--- config.mk ---
export PLATFORM = sky130hd
export DESIGN_NAME = acs_scan_select
export DESIGN_NICKNAME = d
export VERILOG_FILES = /design/src/acs_scan_select.v
export VERILOG_INCLUDE_DIRS = /design/src
export SDC_FILE = /design/constraint.sdc
export NUM_CORES = 1
export LEC_CHECK = 0
export BUFFER_PORTS_ARGS = -buffer_cell sky130_fd_sc_hd__buf_2
export CORE_MARGIN = 5
export CORE_UTILIZATION = 59
export DETAILED_ROUTE_END_ITERATION = 10
export GPL_ROUTABILITY_DRIVEN = 0
export MAX_ROUTING_LAYER = met4
export PLACE_DENSITY = 0.88
export SYNTH_ARGS = -nofsm -noshare
export SYNTH_HDL_FRONTEND = slang
export SYNTH_SLANG_ARGS = --single-unit
--- constraint.sdc ---
create_clock -name pclk -period 2.9 [get_ports pclk]
set_clock_uncertainty 0.1 [all_clocks]
set_input_delay 0 -clock pclk [delete_from_list [all_inputs] [get_ports pclk]]
set_output_delay 0 -clock pclk [all_outputs]
set_load 0.01 [all_outputs]
--- src/acs_map.vh ---
// Register offsets, field positions, reset values and timing counts of the scan-select block
`ifndef ACS_MAP_VH
`define ACS_MAP_VH
`define ACS_OFF_SAMPLE_SEL     12'h000
`define ACS_OFF_BG_CONFIG      12'h004
`define ACS_OFF_HIT_HIGH       12'h008
`define ACS_OFF_HIT_LOW        12'h00c
`define ACS_OFF_SCAN_HIGH      12'h010
`define ACS_OFF_SCAN_LOW       12'h014
`define ACS_OFF_CTU_EN_HIGH    12'h018
`define ACS_OFF_CTU_EN_LOW     12'h01c
`define ACS_OFF_CONTROL        12'h020
`define ACS_OFF_IRQ_STATUS     12'h024
`define ACS_OFF_IRQ_MASK       12'h028
`define ACS_CTL_SCAN_EN        0
`define ACS_CTL_ALT            1
`define ACS_CTL_CM_LO          2
`define ACS_CTL_BG_REQ         4
`define ACS_CTL_CTU_REQ        5
`define ACS_RST_WORD           16'h0000
`define ACS_SEL_SUPPLY         5'h1e
`define ACS_SEL_GROUND         5'h1d
`define ACS_SEL_BANDGAP        5'h1c
`define ACS_SEL_CTU            5'h19
`define ACS_SEL_TEMP           5'h18
`define ACS_SEL_LAST_AN        5'h17
`define ACS_NEG_GROUND         3'h0
`define ACS_CM_LESS            2'h0
`define ACS_CM_GREATER         2'h1
`define ACS_CM_INSIDE          2'h2
`define ACS_CM_OUTSIDE         2'h3
`define ACS_BG_START_US        1000
`define ACS_CLK_MHZ            50
`define ACS_BG_START_CYCLES    (`ACS_BG_START_US * `ACS_CLK_MHZ)
`define ACS_HIT_HIGH_MASK      16'h03ff
`define ACS_SCAN_HIGH_MASK     16'h77ff
`define ACS_CTU_HIGH_MASK      16'h73ff
`define ACS_CTU_HIGH_REDUCED   16'h7300
`define ACS_BG_MASK            16'h000f
`endif

--- src/acs_scan_select.v ---
// Channel select, scan, compare-hit and band gap control of the converter
`timescale 1ns/1ps
`include "acs_map.vh"

module acs_scan_select #(
    parameter        REDUCED         = 0,
    parameter [31:0] BG_START_CYCLES = `ACS_BG_START_CYCLES
) (
    input  wire        pclk,
    input  wire        presetn,
    input  wire        psel,
    input  wire        penable,
    input  wire        pwrite,
    input  wire [11:0] paddr,
    input  wire [31:0] pwdata,
    output reg  [31:0] prdata,
    output wire        pready,
    output wire        pslverr,
    input  wire        sample_start,
    input  wire        conv_active,
    input  wire        result_write,
    input  wire [4:0]  result_channel,
    input  wire        compare_match,
    input  wire        usb_ref_request,
    input  wire        cmp_ref_request,
    input  wire        core_ref_request,
    output reg  [4:0]  positive_select,
    output reg  [2:0]  negative_select,
    output reg  [31:0] analog_input_enable,
    output reg         supply_connect,
    output reg         ground_connect,
    output reg         band_gap_connect,
    output reg         channel_has_buffer,
    output reg         charge_unit_enable,
    output reg         charge_unit_connect,
    output reg  [3:0]  band_gap_on,
    output reg  [3:0]  band_gap_ready,
    output wire [1:0]  compare_mode,
    output wire        irq
);

    reg  [15:0] sample_input_select;
    reg  [3:0]  band_gap_reference_config;
    reg  [25:0] compare_hit_flags;
    reg  [31:0] scan_include_mask;
    reg  [15:0] charge_unit_enable_high;
    reg  [15:0] charge_unit_enable_low;
    reg  [5:0]  control;
    reg  [2:0]  irq_status;
    reg  [2:0]  irq_mask;
    reg         slot_b_turn;
    reg  [4:0]  scan_channel;
    reg  [31:0] bg_count [0:3];
    reg  [3:0]  bg_req_q;
    reg  [4:0]  next_scan;
    reg  [4:0]  active_sel;
    reg  [2:0]  active_neg;
    reg  [31:0] ctu_all;
    reg         found;
    reg  [25:0] hit_set;
    reg  [15:0] rd_word;
    // Separate loop variables so no two combinational processes drive the same one
    integer     i;
    integer     k;

    wire        wr_en = psel & penable & pwrite;
    wire        rd_en = psel & penable & ~pwrite;
    wire [4:0]  slot_a_positive_select = sample_input_select[4:0];
    wire [2:0]  slot_a_negative_select = sample_input_select[7:5];
    wire [4:0]  slot_b_positive_select = sample_input_select[12:8];
    wire [2:0]  slot_b_negative_select = sample_input_select[15:13];
    wire        slot_a_scan_enable     = control[`ACS_CTL_SCAN_EN];
    wire        alternate_slot_select  = control[`ACS_CTL_ALT];
    wire [3:0]  bg_request;
    wire [2:0]  events;
    wire [15:0] ctu_high_mask = REDUCED ? `ACS_CTU_HIGH_REDUCED : `ACS_CTU_HIGH_MASK;

    assign pready       = 1'b1;
    assign pslverr      = 1'b0;
    assign compare_mode = control[`ACS_CTL_CM_LO+1:`ACS_CTL_CM_LO];
    assign bg_request   = {usb_ref_request, control[`ACS_CTL_BG_REQ], cmp_ref_request,
                           core_ref_request};
    assign irq          = |(irq_status & irq_mask);

    // Next included channel above the current one, else the lowest included one
    always @* begin
        next_scan = scan_channel;
        found     = 1'b0;
        for (k = 0; k < 31; k = k + 1) begin
            if (!found && k > scan_channel && scan_include_mask[k]) begin
                next_scan = k[4:0];
                found     = 1'b1;
            end
        end
        for (k = 0; k < 31; k = k + 1) begin
            if (!found && scan_include_mask[k]) begin
                next_scan = k[4:0];
                found     = 1'b1;
            end
        end
    end

    // Slot A or B selection; scanning replaces only the slot A positive code
    always @* begin
        if (alternate_slot_select && slot_b_turn) begin
            active_sel = slot_b_positive_select;
            active_neg = slot_b_negative_select;
        end else begin
            active_sel = slot_a_scan_enable ? scan_channel : slot_a_positive_select;
            active_neg = slot_a_negative_select;
        end
    end

    // Mux decode; reserved codes 26,27 and unused codes connect nothing
    always @* begin
        analog_input_enable = 32'h0000_0000;
        if (active_sel <= `ACS_SEL_LAST_AN)
            analog_input_enable[active_sel] = 1'b1;
        supply_connect     = (active_sel == `ACS_SEL_SUPPLY);
        ground_connect     = (active_sel == `ACS_SEL_GROUND);
        band_gap_connect   = (active_sel == `ACS_SEL_BANDGAP);
        // Codes 24 and 25 leave every input open for the charge unit
        channel_has_buffer = (active_sel <= `ACS_SEL_CTU);
        negative_select    = active_neg;
        positive_select    = active_sel;
        ctu_all            = {charge_unit_enable_high & ctu_high_mask, charge_unit_enable_low};
        // The request bit powers the unit without attaching it to any channel
        charge_unit_enable  = conv_active & (ctu_all[active_sel] | control[`ACS_CTL_CTU_REQ]);
        charge_unit_connect = conv_active & ctu_all[active_sel];
    end

    // Hit flag set terms per channel
    always @* begin
        hit_set = 26'h0;
        for (i = 0; i < 26; i = i + 1) begin
            if (result_channel == i[4:0]) begin
                if (compare_mode == `ACS_CM_OUTSIDE)
                    hit_set[i] = result_write | compare_match;
                else
                    hit_set[i] = compare_match;
            end
        end
        if (REDUCED)
            hit_set[25:16] = 10'h000;
    end

    // A fresh reference request raises an interrupt event, as do a sample start and a compare hit
    assign events = {|hit_set, |(bg_request & ~bg_req_q), sample_start};

    // Read mux; unmapped addresses read zero
    always @* begin
        case (paddr)
            `ACS_OFF_SAMPLE_SEL:  rd_word = sample_input_select;
            `ACS_OFF_BG_CONFIG:   rd_word = {12'h000, band_gap_reference_config};
            `ACS_OFF_HIT_HIGH:    rd_word = {6'h00, compare_hit_flags[25:16]};
            `ACS_OFF_HIT_LOW:     rd_word = compare_hit_flags[15:0];
            `ACS_OFF_SCAN_HIGH:   rd_word = scan_include_mask[31:16];
            `ACS_OFF_SCAN_LOW:    rd_word = scan_include_mask[15:0];
            `ACS_OFF_CTU_EN_HIGH: rd_word = charge_unit_enable_high;
            `ACS_OFF_CTU_EN_LOW:  rd_word = charge_unit_enable_low;
            `ACS_OFF_CONTROL:     rd_word = {10'h000, control};
            `ACS_OFF_IRQ_STATUS:  rd_word = {13'h0000, irq_status};
            `ACS_OFF_IRQ_MASK:    rd_word = {13'h0000, irq_mask};
            default:              rd_word = `ACS_RST_WORD;
        endcase
    end

    always @(posedge pclk or negedge presetn) begin
        if (!presetn) begin
            sample_input_select       <= `ACS_RST_WORD;
            band_gap_reference_config <= 4'h0;
            compare_hit_flags         <= 26'h0;
            scan_include_mask         <= 32'h0000_0000;
            charge_unit_enable_high   <= `ACS_RST_WORD;
            charge_unit_enable_low    <= `ACS_RST_WORD;
            control                   <= 6'h00;
            irq_status                <= 3'h0;
            irq_mask                  <= 3'h0;
            slot_b_turn               <= 1'b0;
            scan_channel              <= 5'h00;
            prdata                    <= 32'h0000_0000;
        end else begin
            // Captured in the setup cycle so read data stands while pready is high
            prdata <= (psel && !pwrite) ? {16'h0000, rd_word} : 32'h0000_0000;
            if (wr_en) begin
                case (paddr)
                    `ACS_OFF_SAMPLE_SEL: begin
                        // Only ground is implemented on the negative side; other codes drop
                        sample_input_select[12:0]  <= {pwdata[12:8], 3'h0, pwdata[4:0]};
                        sample_input_select[15:13] <= `ACS_NEG_GROUND;
                    end
                    `ACS_OFF_BG_CONFIG:   band_gap_reference_config <= pwdata[3:0];
                    `ACS_OFF_SCAN_HIGH:   scan_include_mask[31:16] <= pwdata[15:0]
                                                                     & `ACS_SCAN_HIGH_MASK;
                    `ACS_OFF_SCAN_LOW:    scan_include_mask[15:0]  <= pwdata[15:0];
                    `ACS_OFF_CTU_EN_HIGH: charge_unit_enable_high  <= pwdata[15:0]
                                                                     & ctu_high_mask;
                    `ACS_OFF_CTU_EN_LOW:  charge_unit_enable_low   <= pwdata[15:0];
                    `ACS_OFF_CONTROL:     control  <= pwdata[5:0];
                    `ACS_OFF_IRQ_MASK:    irq_mask <= pwdata[2:0];
                    default: ;
                endcase
            end
            // Hardware set wins over a software write in the same cycle
            if (wr_en && paddr == `ACS_OFF_HIT_LOW)
                compare_hit_flags[15:0] <= pwdata[15:0] | hit_set[15:0];
            else
                compare_hit_flags[15:0] <= compare_hit_flags[15:0] | hit_set[15:0];
            if (wr_en && paddr == `ACS_OFF_HIT_HIGH && !REDUCED)
                compare_hit_flags[25:16] <= pwdata[9:0] | hit_set[25:16];
            else
                compare_hit_flags[25:16] <= compare_hit_flags[25:16] | hit_set[25:16];
            // Clear only what the setup-cycle capture reported; later events survive
            if (rd_en && paddr == `ACS_OFF_IRQ_STATUS)
                irq_status <= (irq_status & ~prdata[2:0]) | events;
            else
                irq_status <= irq_status | events;
            // Sample slot toggles on each sample start in alternate mode; the scan pointer advances only while scanning and slot A is offered
            if (sample_start) begin
                if (alternate_slot_select)
                    slot_b_turn <= ~slot_b_turn;
                else
                    slot_b_turn <= 1'b0;
                if (slot_a_scan_enable && !(alternate_slot_select && slot_b_turn))
                    scan_channel <= next_scan;
            end
        end
    end

    // Band gap per user: manual enable and a request both switch it on at the next clock edge and both wait out start-up for ready
    genvar g;
    generate
        for (g = 0; g < 4; g = g + 1) begin : bg
            always @(posedge pclk or negedge presetn) begin
                if (!presetn) begin
                    bg_count[g]       <= 32'h0000_0000;
                    bg_req_q[g]       <= 1'b0;
                    band_gap_on[g]    <= 1'b0;
                    band_gap_ready[g] <= 1'b0;
                end else begin
                    bg_req_q[g]    <= bg_request[g];
                    band_gap_on[g] <= band_gap_reference_config[g] | bg_request[g];
                    if (!(band_gap_reference_config[g] | bg_request[g]))
                        bg_count[g] <= 32'h0000_0000;
                    else if (bg_count[g] < BG_START_CYCLES)
                        bg_count[g] <= bg_count[g] + 32'h0000_0001;
                    // Pre-enabled reference has already settled when the user asks
                    band_gap_ready[g] <= (band_gap_reference_config[g] | bg_request[g])
                                         && (bg_count[g] >= BG_START_CYCLES - 32'h1);
                end
            end
        end
    endgenerate

endmodule

==> summary.md, run 1 <==
| Metric | Value |
|---|---|
| Num CTS Buffers | `28` |
| Syn_area_per_cell | `9.862 sq um` |
| Initial Util | `0.5956` |
| Crit end category | `output port` |
| Worst slew pin tran | `0.8456 ns` |
| Number of synthesized register bits | `273` |
| Reg clk slew, reported paths | `0.06 ns` |
| Final setup vio count | `3` |
| First-pass GRT wire length | `69190 um` |
| Final antenna-violating net count | `0` |
| Number of max-cap violations | `0` |
| Status | `finished with violations` |
| Pin count of the biggest net entering global routing | `65` |
| Post-synth EDFFs | `0` |
| CP Max Fanout | `8` |
| Drt total wl | `44840 um` |
| Tmin final | `3.162 ns` |
| Total gr overflow | `0` |
| Crit path largest cell delay | `0.51 ns` |
| Vias | `13245` |
| Initial antenna violation count | `6` |
| Cell row count | `56` |
| RSZ-0062 raised after global routing | `yes` |
| HP Class | `in -> reg` |
| Final period util | `1.090` |
| Sequential share of the synthesized area | `0.4916` |
| Tot GR Track Use | `0.3335` |
| Vias in the first global route | `12798` |
| Final Slew Violations | `0` |
| PortBufs | `106` |
| DRC Markers | `0` |
| Critical Path AT | `3.06 ns` |
| Worst skew pair latency | `0.58 ns` |
| Kind of critical path | `reg -> out` |
| Main synth FF type | `dfrtp_1` |
| H-tree depth | `1` |
| Clock Path Buffers | `3` |
| Cells after synthesis | `1409` |
| Die width | `163.5 um` |
| Min setup slack post-route | `-0.2616 ns` |
| Logic pwr share | `0.061` |
| NetSw | `1.987 mW` |
| Power share of the sequential group | `0.481` |
| Die area | `26720 sq um` |
| Post-placement cell count | `1846` |
| Area Overhead vs Synth | `21.46%` |
| PwrDens | `491.4 nW/um^2` |
| Synth unique cells | `79` |
| CP cell instances | `nand2_2 -> mux2i_4 -> buf_12 -> mux4_2 -> mux2i_2 -> nor3_2 -> a211oi_4 -> a21boi_2 -> buf_2` |
| Slowest CP cell | `mux4_2` |
| Startpoint type of the worst setup path | `flop` |
| Layout cells sized above 1 | `0.2390` |
| Leak Pwr | `7.767 nW` |
| Worst EP required | `2.80 ns` |
| 1st-iter DRT viols | `2221` |
| Core area | `23330 sq um` |
| Final hold slack | `0.05957 ns` |
| I/O Pins | `152` |
| Synth top area share | `0.4916` |
| CTS tree | `done` |
| Die span in y | `163.5 um` |
| Clock power share | `0.458` |
| Total Power | `8.294 mW` |
| Asr flop ratio synth | `1.000` |
| Max-slew headroom | `0.4363` |
| Post-Layout Cell Count | `1966` |
| Switching Share | `0.2396` |
| Clock sinks | `273` |
| Root Buffer | `clkbuf_16` |
| Worst VDD drop | `0.0004467 V` |
| Total Nets Final | `1685` |
| Synth area leader | `dfrtp_1` |
| Post-Syn Area | `13900 sq um` |
| Vias per cell | `6.737` |
| DRT Pass-1 Iters | `11` |
| Internal power | `6.307 mW` |
| Synth warnings | `0` |
| Final hold vios | `0` |
| Synth area leaders | `dfrtp_1 49%, mux2_2 6.6%, nor2_1 6.2%, nand2_1 2.7%, xor2_1 2.0%` |
| Max frequency | `316.3 MHz` |
| Failing checks | `negative setup slack` |
| Detailed Place HPWL | `27240 um` |
| Avg WL per Cell | `22.81 um` |
[worst paths after layout]
| kind | from | end | slack [ns] | cells after the start |
|---|---|---|---|---|
| max | control[1] | charge_unit_enable | -0.26 | 9 |
| max in group asynchronous | presetn | scan_channel[2] | 1.61 | 4 |
| min reg2reg | bg_count[95] | bg_count[95] | 0.39 | 1 |
| min | compare_match | compare_hit_flags[8] | 0.06 | 4 |
| max reg2reg | scan_channel[0] | scan_channel[1] | -0.04 | 10 |
| min in group asynchronous | presetn | bg_req_q[3] | 0.38 | 3 |
[cell usage in the layout (no fill, tap or decap), drive strengths merged, types with 6 or more instances in the layout]
cell type	synthesis	layout
mux2i	11	11
diode	0	7
a222oi	21	21
nor4	39	39
conb	2	29
a31oi	22	22
xor2	31	31
a221oi	9	9
xnor2	16	16
clkinv	0	7
a22oi	21	21
nor2b	28	28
nand2	99	99
nand4	29	29
nand2b	9	9
o21a	10	10
nor3b	6	6
and2	29	29
buf	45	196
nor3	36	36
dlygate4sd3	0	43
or4	8	8
inv	32	34
or3	13	13
a21oi	51	51
mux2	82	82
o22ai	30	30
mux4	6	6
and3	14	14
clkbuf	40	35
a211oi	6	6
or4b	6	6
nand3	38	38
dfrtp	273	273
o21ai	34	34
nor2	231	231
[metrics by stage]
stage          setup TNS [ns]  setup slack [ns]  instance area (sq um)  utilization
6_report              -0.5611           -0.2616                  16880       0.7233
5_1_grt               -0.7937           -0.2625                  16870       0.7232
2_1_floorplan               0            0.2294                  14000            -
3_5_place_dp          -0.2952           -0.1210                  15100       0.6470
4_1_cts               -0.3134           -0.1644                  16610       0.7117
3_3_place_gp                0           0.08759                  15100       0.6470
[sequential cells by signal (all words and copies together) (netlist names)]
register	flops
control	6
charge_unit_enable_high	13
prdata	16
bg_count	128
band_gap_reference_config	4
sample_input_select	10
scan_include_mask	30
irq_mask	3
band_gap_on	4
band_gap_ready	4
compare_hit_flags	26
slot_b_turn	1
charge_unit_enable_low	16
scan_channel	5
irq_status	3
bg_req_q	4
[synthesized netlist by cell type, types with 8 or more instances]
library cell    n
a222oi_1       21
inv_1          32
o22ai_1        30
nand2_1        99
mux2i_1        10
buf_4          32
nor3_1         35
nor4_1         36
and2_1         28
a221oi_1        9
dfrtp_1       273
a21oi_1        51
clkbuf_1       40
o21ai_0        33
nand2b_1        9
nor2_1        231
xnor2_1        16
a22oi_1        21
or3_1          13
o21a_1         10
nand4_1        29
a31oi_1        22
nand3_1        37
mux2_2         82
nor2b_1        28
xor2_1         31
buf_2           8
and3_1         14
[critical path, delay by kind of cell (launching register included)]
kind                   cells  cell delay (ns)
buffers and inverters      2             0.31
multiplexers               3             1.05
flip-flops                 1             0.43
AO/OA/AOI/OAI              2             0.40
AND/OR/NAND/NOR            2             0.28
[final cells by class]
cell class / instances / area [sq um]
Fill cell: 1412 / 6455
Inverter: 32 / 120.1
Tap cell: 319 / 399.1
Antenna cell: 7 / 17.52
Clock inverter: 15 / 212.7
Sequential cell: 273 / 6840
Clock buffer: 35 / 757.0
Timing Repair Buffer: 239 / 1740
Multi-Input combinational cell: 1046 / 6790
[power groups by stage]
stage	clock (mW)	combinational, mW	sequential [mW]
after floorplan	0	0.220	4.02
after global placement	0	0.378	4.03
after detailed placement	0	0.397	4.04
after CTS	3.79	0.470	3.97
after global routing	3.97	0.546	3.99
final	3.80	0.510	3.99
[what timing repair did]
| item | 4_1_cts | 5_1_grt |
|---|---|---|
| endpoints found under the hold margin | 460 | 0 |
| setup buffers | 7 | 12 |
| endpoints found under the setup margin | 7 | 15 |
| resized for setup | 10 | 41 |
| pin swaps | 2 | 12 |
| hold buffers | 44 | 0 |
[logic make-up after synthesis]
group | synth area share
and+or+nand+nor | 0.2162
DFF | 0.4916
AOI/OAI and AO/OA | 0.1319
buffers and inverters | 0.04151
muxes | 0.08500
xor gates and xnor gates | 0.02962
adders and majority gates | 0.003602
other | 0.0005405
[routing by layer]
layer  track usage  wire length (um)  vias up  part of all wire
li1              -                 -     5501                 -
met1        0.4067             15420     6245              0.34
met2        0.5023             19950     1129              0.44
met3        0.1045              6075      370              0.14
met4        0.1727              3398        0             0.076
met5             -                 0        -                 0
Power figures use the tool's default switching activity.
==> run 2: changes to the inputs <==
--- a/config.mk
+++ b/config.mk
@@ -16,3 +16,4 @@
 export SYNTH_ARGS = -nofsm -noshare
 export SYNTH_HDL_FRONTEND = slang
 export SYNTH_SLANG_ARGS = --single-unit
+export TNS_END_PERCENT = 10
==> run 2 against run 1 <==
  * The run ends with design-rule violations, negative setup slack left
  * Combinational power is 2% lower
  * Via count is 1.1% lower
  * Core utilization is 0.82 points lower
  * Critical path type unchanged
  * Largest power group unchanged
==> summary.md, run 2 (synthesis gave the netlist of run 1 again) <==
| Metric | Value |
|---|---|
| Hold Crit Depth | `4 (unchanged)` |
| Avg WL per Cell | `22.30 um (-2.3%)` |
| Switching Share | `0.2392 (-0.0003147)` |
| Power share of the sequential group | `0.481 (about the same)` |
| Largest reg by FF count | `bg_count` |
| Crit path buf inv count | `2 (unchanged)` |
| DR top layer | `met4` |
| NetSw | `1.983 mW (-0.20%)` |
| PortBufs | `106 (unchanged)` |
| Cell row count | `56 (unchanged)` |
| PwrDens | `496.7 nW/um^2 (+1.1%)` |
| Reg clk slew, reported paths | `0.06 ns (about the same)` |
| RSZ-0062 raised after global routing | `yes` |
| Final Slew Violations | `0 (unchanged)` |
| Startpoint type of the worst setup path | `flop` |
| Most frequent cells in the layout | `268 x dfrtp_1, 229 x nor2_1, 105 x buf_2` |
| Num CTS Buffers | `28 (unchanged)` |
| Vias in the first global route | `12798 (unchanged)` |
| Total Power | `8.288 mW (about the same)` |
| Worst slew pin tran | `0.8069 ns (-0.03865 ns)` |
| Failing checks | `design-rule violations, negative setup slack` |
| Slowest CP cell | `mux4_2` |
| H-tree depth | `1 (unchanged)` |
| Internal power | `6.305 mW (about the same)` |
| Final period util | `1.084 (-0.006364)` |
| Tot GR Track Use | `0.3335 (unchanged)` |
| Status | `finished with violations` |
| Pin count of the biggest net entering global routing | `65 (unchanged)` |
| Max reg flops | `128 (unchanged)` |
| Max-slew headroom | `0.4579 (+0.02163)` |
| Final antenna-violating net count | `0 (unchanged)` |
| Initial antenna violation count | `6 (unchanged)` |
| Vias per cell | `6.706 (-0.46%)` |
| Crit end category | `output port` |
| Drt total wl | `43570 um (-2.8%)` |
| Die span in y | `163.5 um (unchanged)` |
| Crit path largest cell delay | `0.51 ns (about the same)` |
| Min setup slack post-route | `-0.2432 ns (+0.01846 ns)` |
| Biggest registers after layout | `bg_count x128, scan_include_mask x30, compare_hit_flags x26` |
| Root Buffer | `clkbuf_16` |
| Clock Path Buffers | `3 (unchanged)` |
| R2R depth | `10 (unchanged)` |
| Detailed Place HPWL | `27240 um (unchanged)` |
| Leak Pwr | `7.686 nW (-1.0%)` |
| HP Class | `in -> reg` |
| Initial Util | `0.5956 (unchanged)` |
| TNS Setup | `-0.4779 ns (+0.08313 ns)` |
| Max frequency | `318.1 MHz (+0.59%)` |
| Core area | `23330 sq um (unchanged)` |
| Worst EP required | `2.80 ns (about the same)` |
| Post-placement cell count | `1846 (unchanged)` |
| DRT Pass-1 Iters | `11 (unchanged)` |
| M1 WL | `15230 um (-1.2%)` |
| # fillers | `1447 (+2.5%)` |
| I/O Pins | `152 (unchanged)` |
| Area Overhead vs Synth | `20.09%` |
| Post-Layout Cell Count | `1954 (-0.61%)` |
| Number of max-cap violations | `0 (unchanged)` |
| Worst VDD drop | `0.0004469 V (about the same)` |
| 1st-iter DRT viols | `1998 (-10%)` |
| Vias | `13104 (-1.1%)` |
| Total gr overflow | `0 (unchanged)` |
| Final hold slack | `0.04615 ns (-0.01341 ns)` |
| Tmin final | `3.143 ns (-0.01846 ns)` |
| Commonest non-fill, non-tap cell in the layout | `dfrtp_1` |
| Clock sinks | `273 (unchanged)` |
| First-pass GRT wire length | `69190 um (unchanged)` |
| DRC Markers | `8 (+8)` |
| Kind of critical path | `reg -> out` |
| Top delay family on crit path | `multiplexers` |
| CP Max Fanout | `8 (unchanged)` |
| Worst skew pair latency | `0.59 ns (about the same)` |
| CP cell instances | `nand2_2 -> mux2i_4 -> buf_12 -> mux4_2 -> mux2i_2 -> nor3_1 -> a211oi_4 -> a21boi_2 -> buf_2` |
| CTS tree | `done` |
| Final setup vio count | `3 (unchanged)` |
| Total Nets Final | `1674 (-0.65%)` |
| Levels on crit path | `9 (unchanged)` |
| Routed wl met2 | `19370 um (-2.9%)` |
| Final hold vios | `0 (unchanged)` |
| Layout cells sized above 1 | `0.2259 (-0.01312)` |
| Die area | `26720 sq um (unchanged)` |
| Clock power share | `0.459 (about the same)` |
| Met3 Wirelength | `5764 um (-5.1%)` |
| Critical Path AT | `3.04 ns (-0.02 ns)` |
| Die width | `163.5 um (unchanged)` |
| Logic pwr share | `0.061 (about the same)` |
run 2: area by class of cell:
| type | instances | area (sq um) | share of cell area |
|---|---|---|---|
| Clock buffer | 35 | 757.0 | 0.04536 |
| Multi-Input combinational cell | 1046 | 6704 | 0.4017 |
| Timing Repair Buffer | 228 | 1642 | 0.09837 |
| Clock inverter | 15 | 212.7 | 0.01275 |
| Sequential cell | 273 | 6838 | 0.4098 |
| Antenna cell | 6 | 15.01 | 0.0008998 |
| Inverter | 32 | 120.1 | 0.007198 |
| Tap cell | 319 | 399.1 | 0.02392 |
run 2: path summary, 6_finish.rpt:
check                                 from                    to  slack, ns
max in group asynchronous          presetn       scan_channel[2]       1.64
setup / recovery                control[1]    charge_unit_enable      -0.24
setup reg to reg           scan_channel[1]       scan_channel[0]          0
hold reg to reg               bg_count[95]          bg_count[95]       0.39
hold / removal               compare_match  compare_hit_flags[8]       0.05
min in group asynchronous          presetn         irq_status[0]       0.37
run 2: power by group through the flow:
stage | combinational [mW] | sequential, mW | clock, mW
5_1_grt | 0.540 | 3.99 | 3.97
3_3_place_gp | 0.378 | 4.03 | 0
2_1_floorplan | 0.220 | 4.02 | 0
6_report | 0.502 | 3.98 | 3.80
3_5_place_dp | 0.397 | 4.04 | 0
4_1_cts | 0.470 | 3.97 | 3.79
run 2: timing repair:
item	4_1_cts	5_1_grt
hold buffers	44	0
setup endpoints to repair	7	15
gates resized for setup	10	17
pin swaps	2	2
endpoints found under the hold margin	460	0
cloned	0	0
setup buffers	7	1
run 2: stage by stage:
stage | worst slack (ns) | util | cell area [sq um]
5_1_grt | -0.2536 | 0.7152 | 16690
4_1_cts | -0.1644 | 0.7117 | 16610
6_report | -0.2432 | 0.7152 | 16690
2_1_floorplan | 0.2294 | - | 14000
3_3_place_gp | 0.08759 | 0.6470 | 15100
3_5_place_dp | -0.1210 | 0.6470 | 15100
run 2: tightest hold or removal path, cell delays in order:
cell	delay, ns
buf_2	0.07
a31o_2	0.23
nand2b_1	0.16
o22ai_1	0.20
run 2: metal layers:
| layer | global-route usage | vias to the layer above |
|---|---|---|
| li1 | - | 5480 |
| met1 | 0.4067 | 6178 |
| met2 | 0.5023 | 1065 |
| met3 | 0.1045 | 381 |
| met4 | 0.1727 | 0 |
| met5 | - | - |
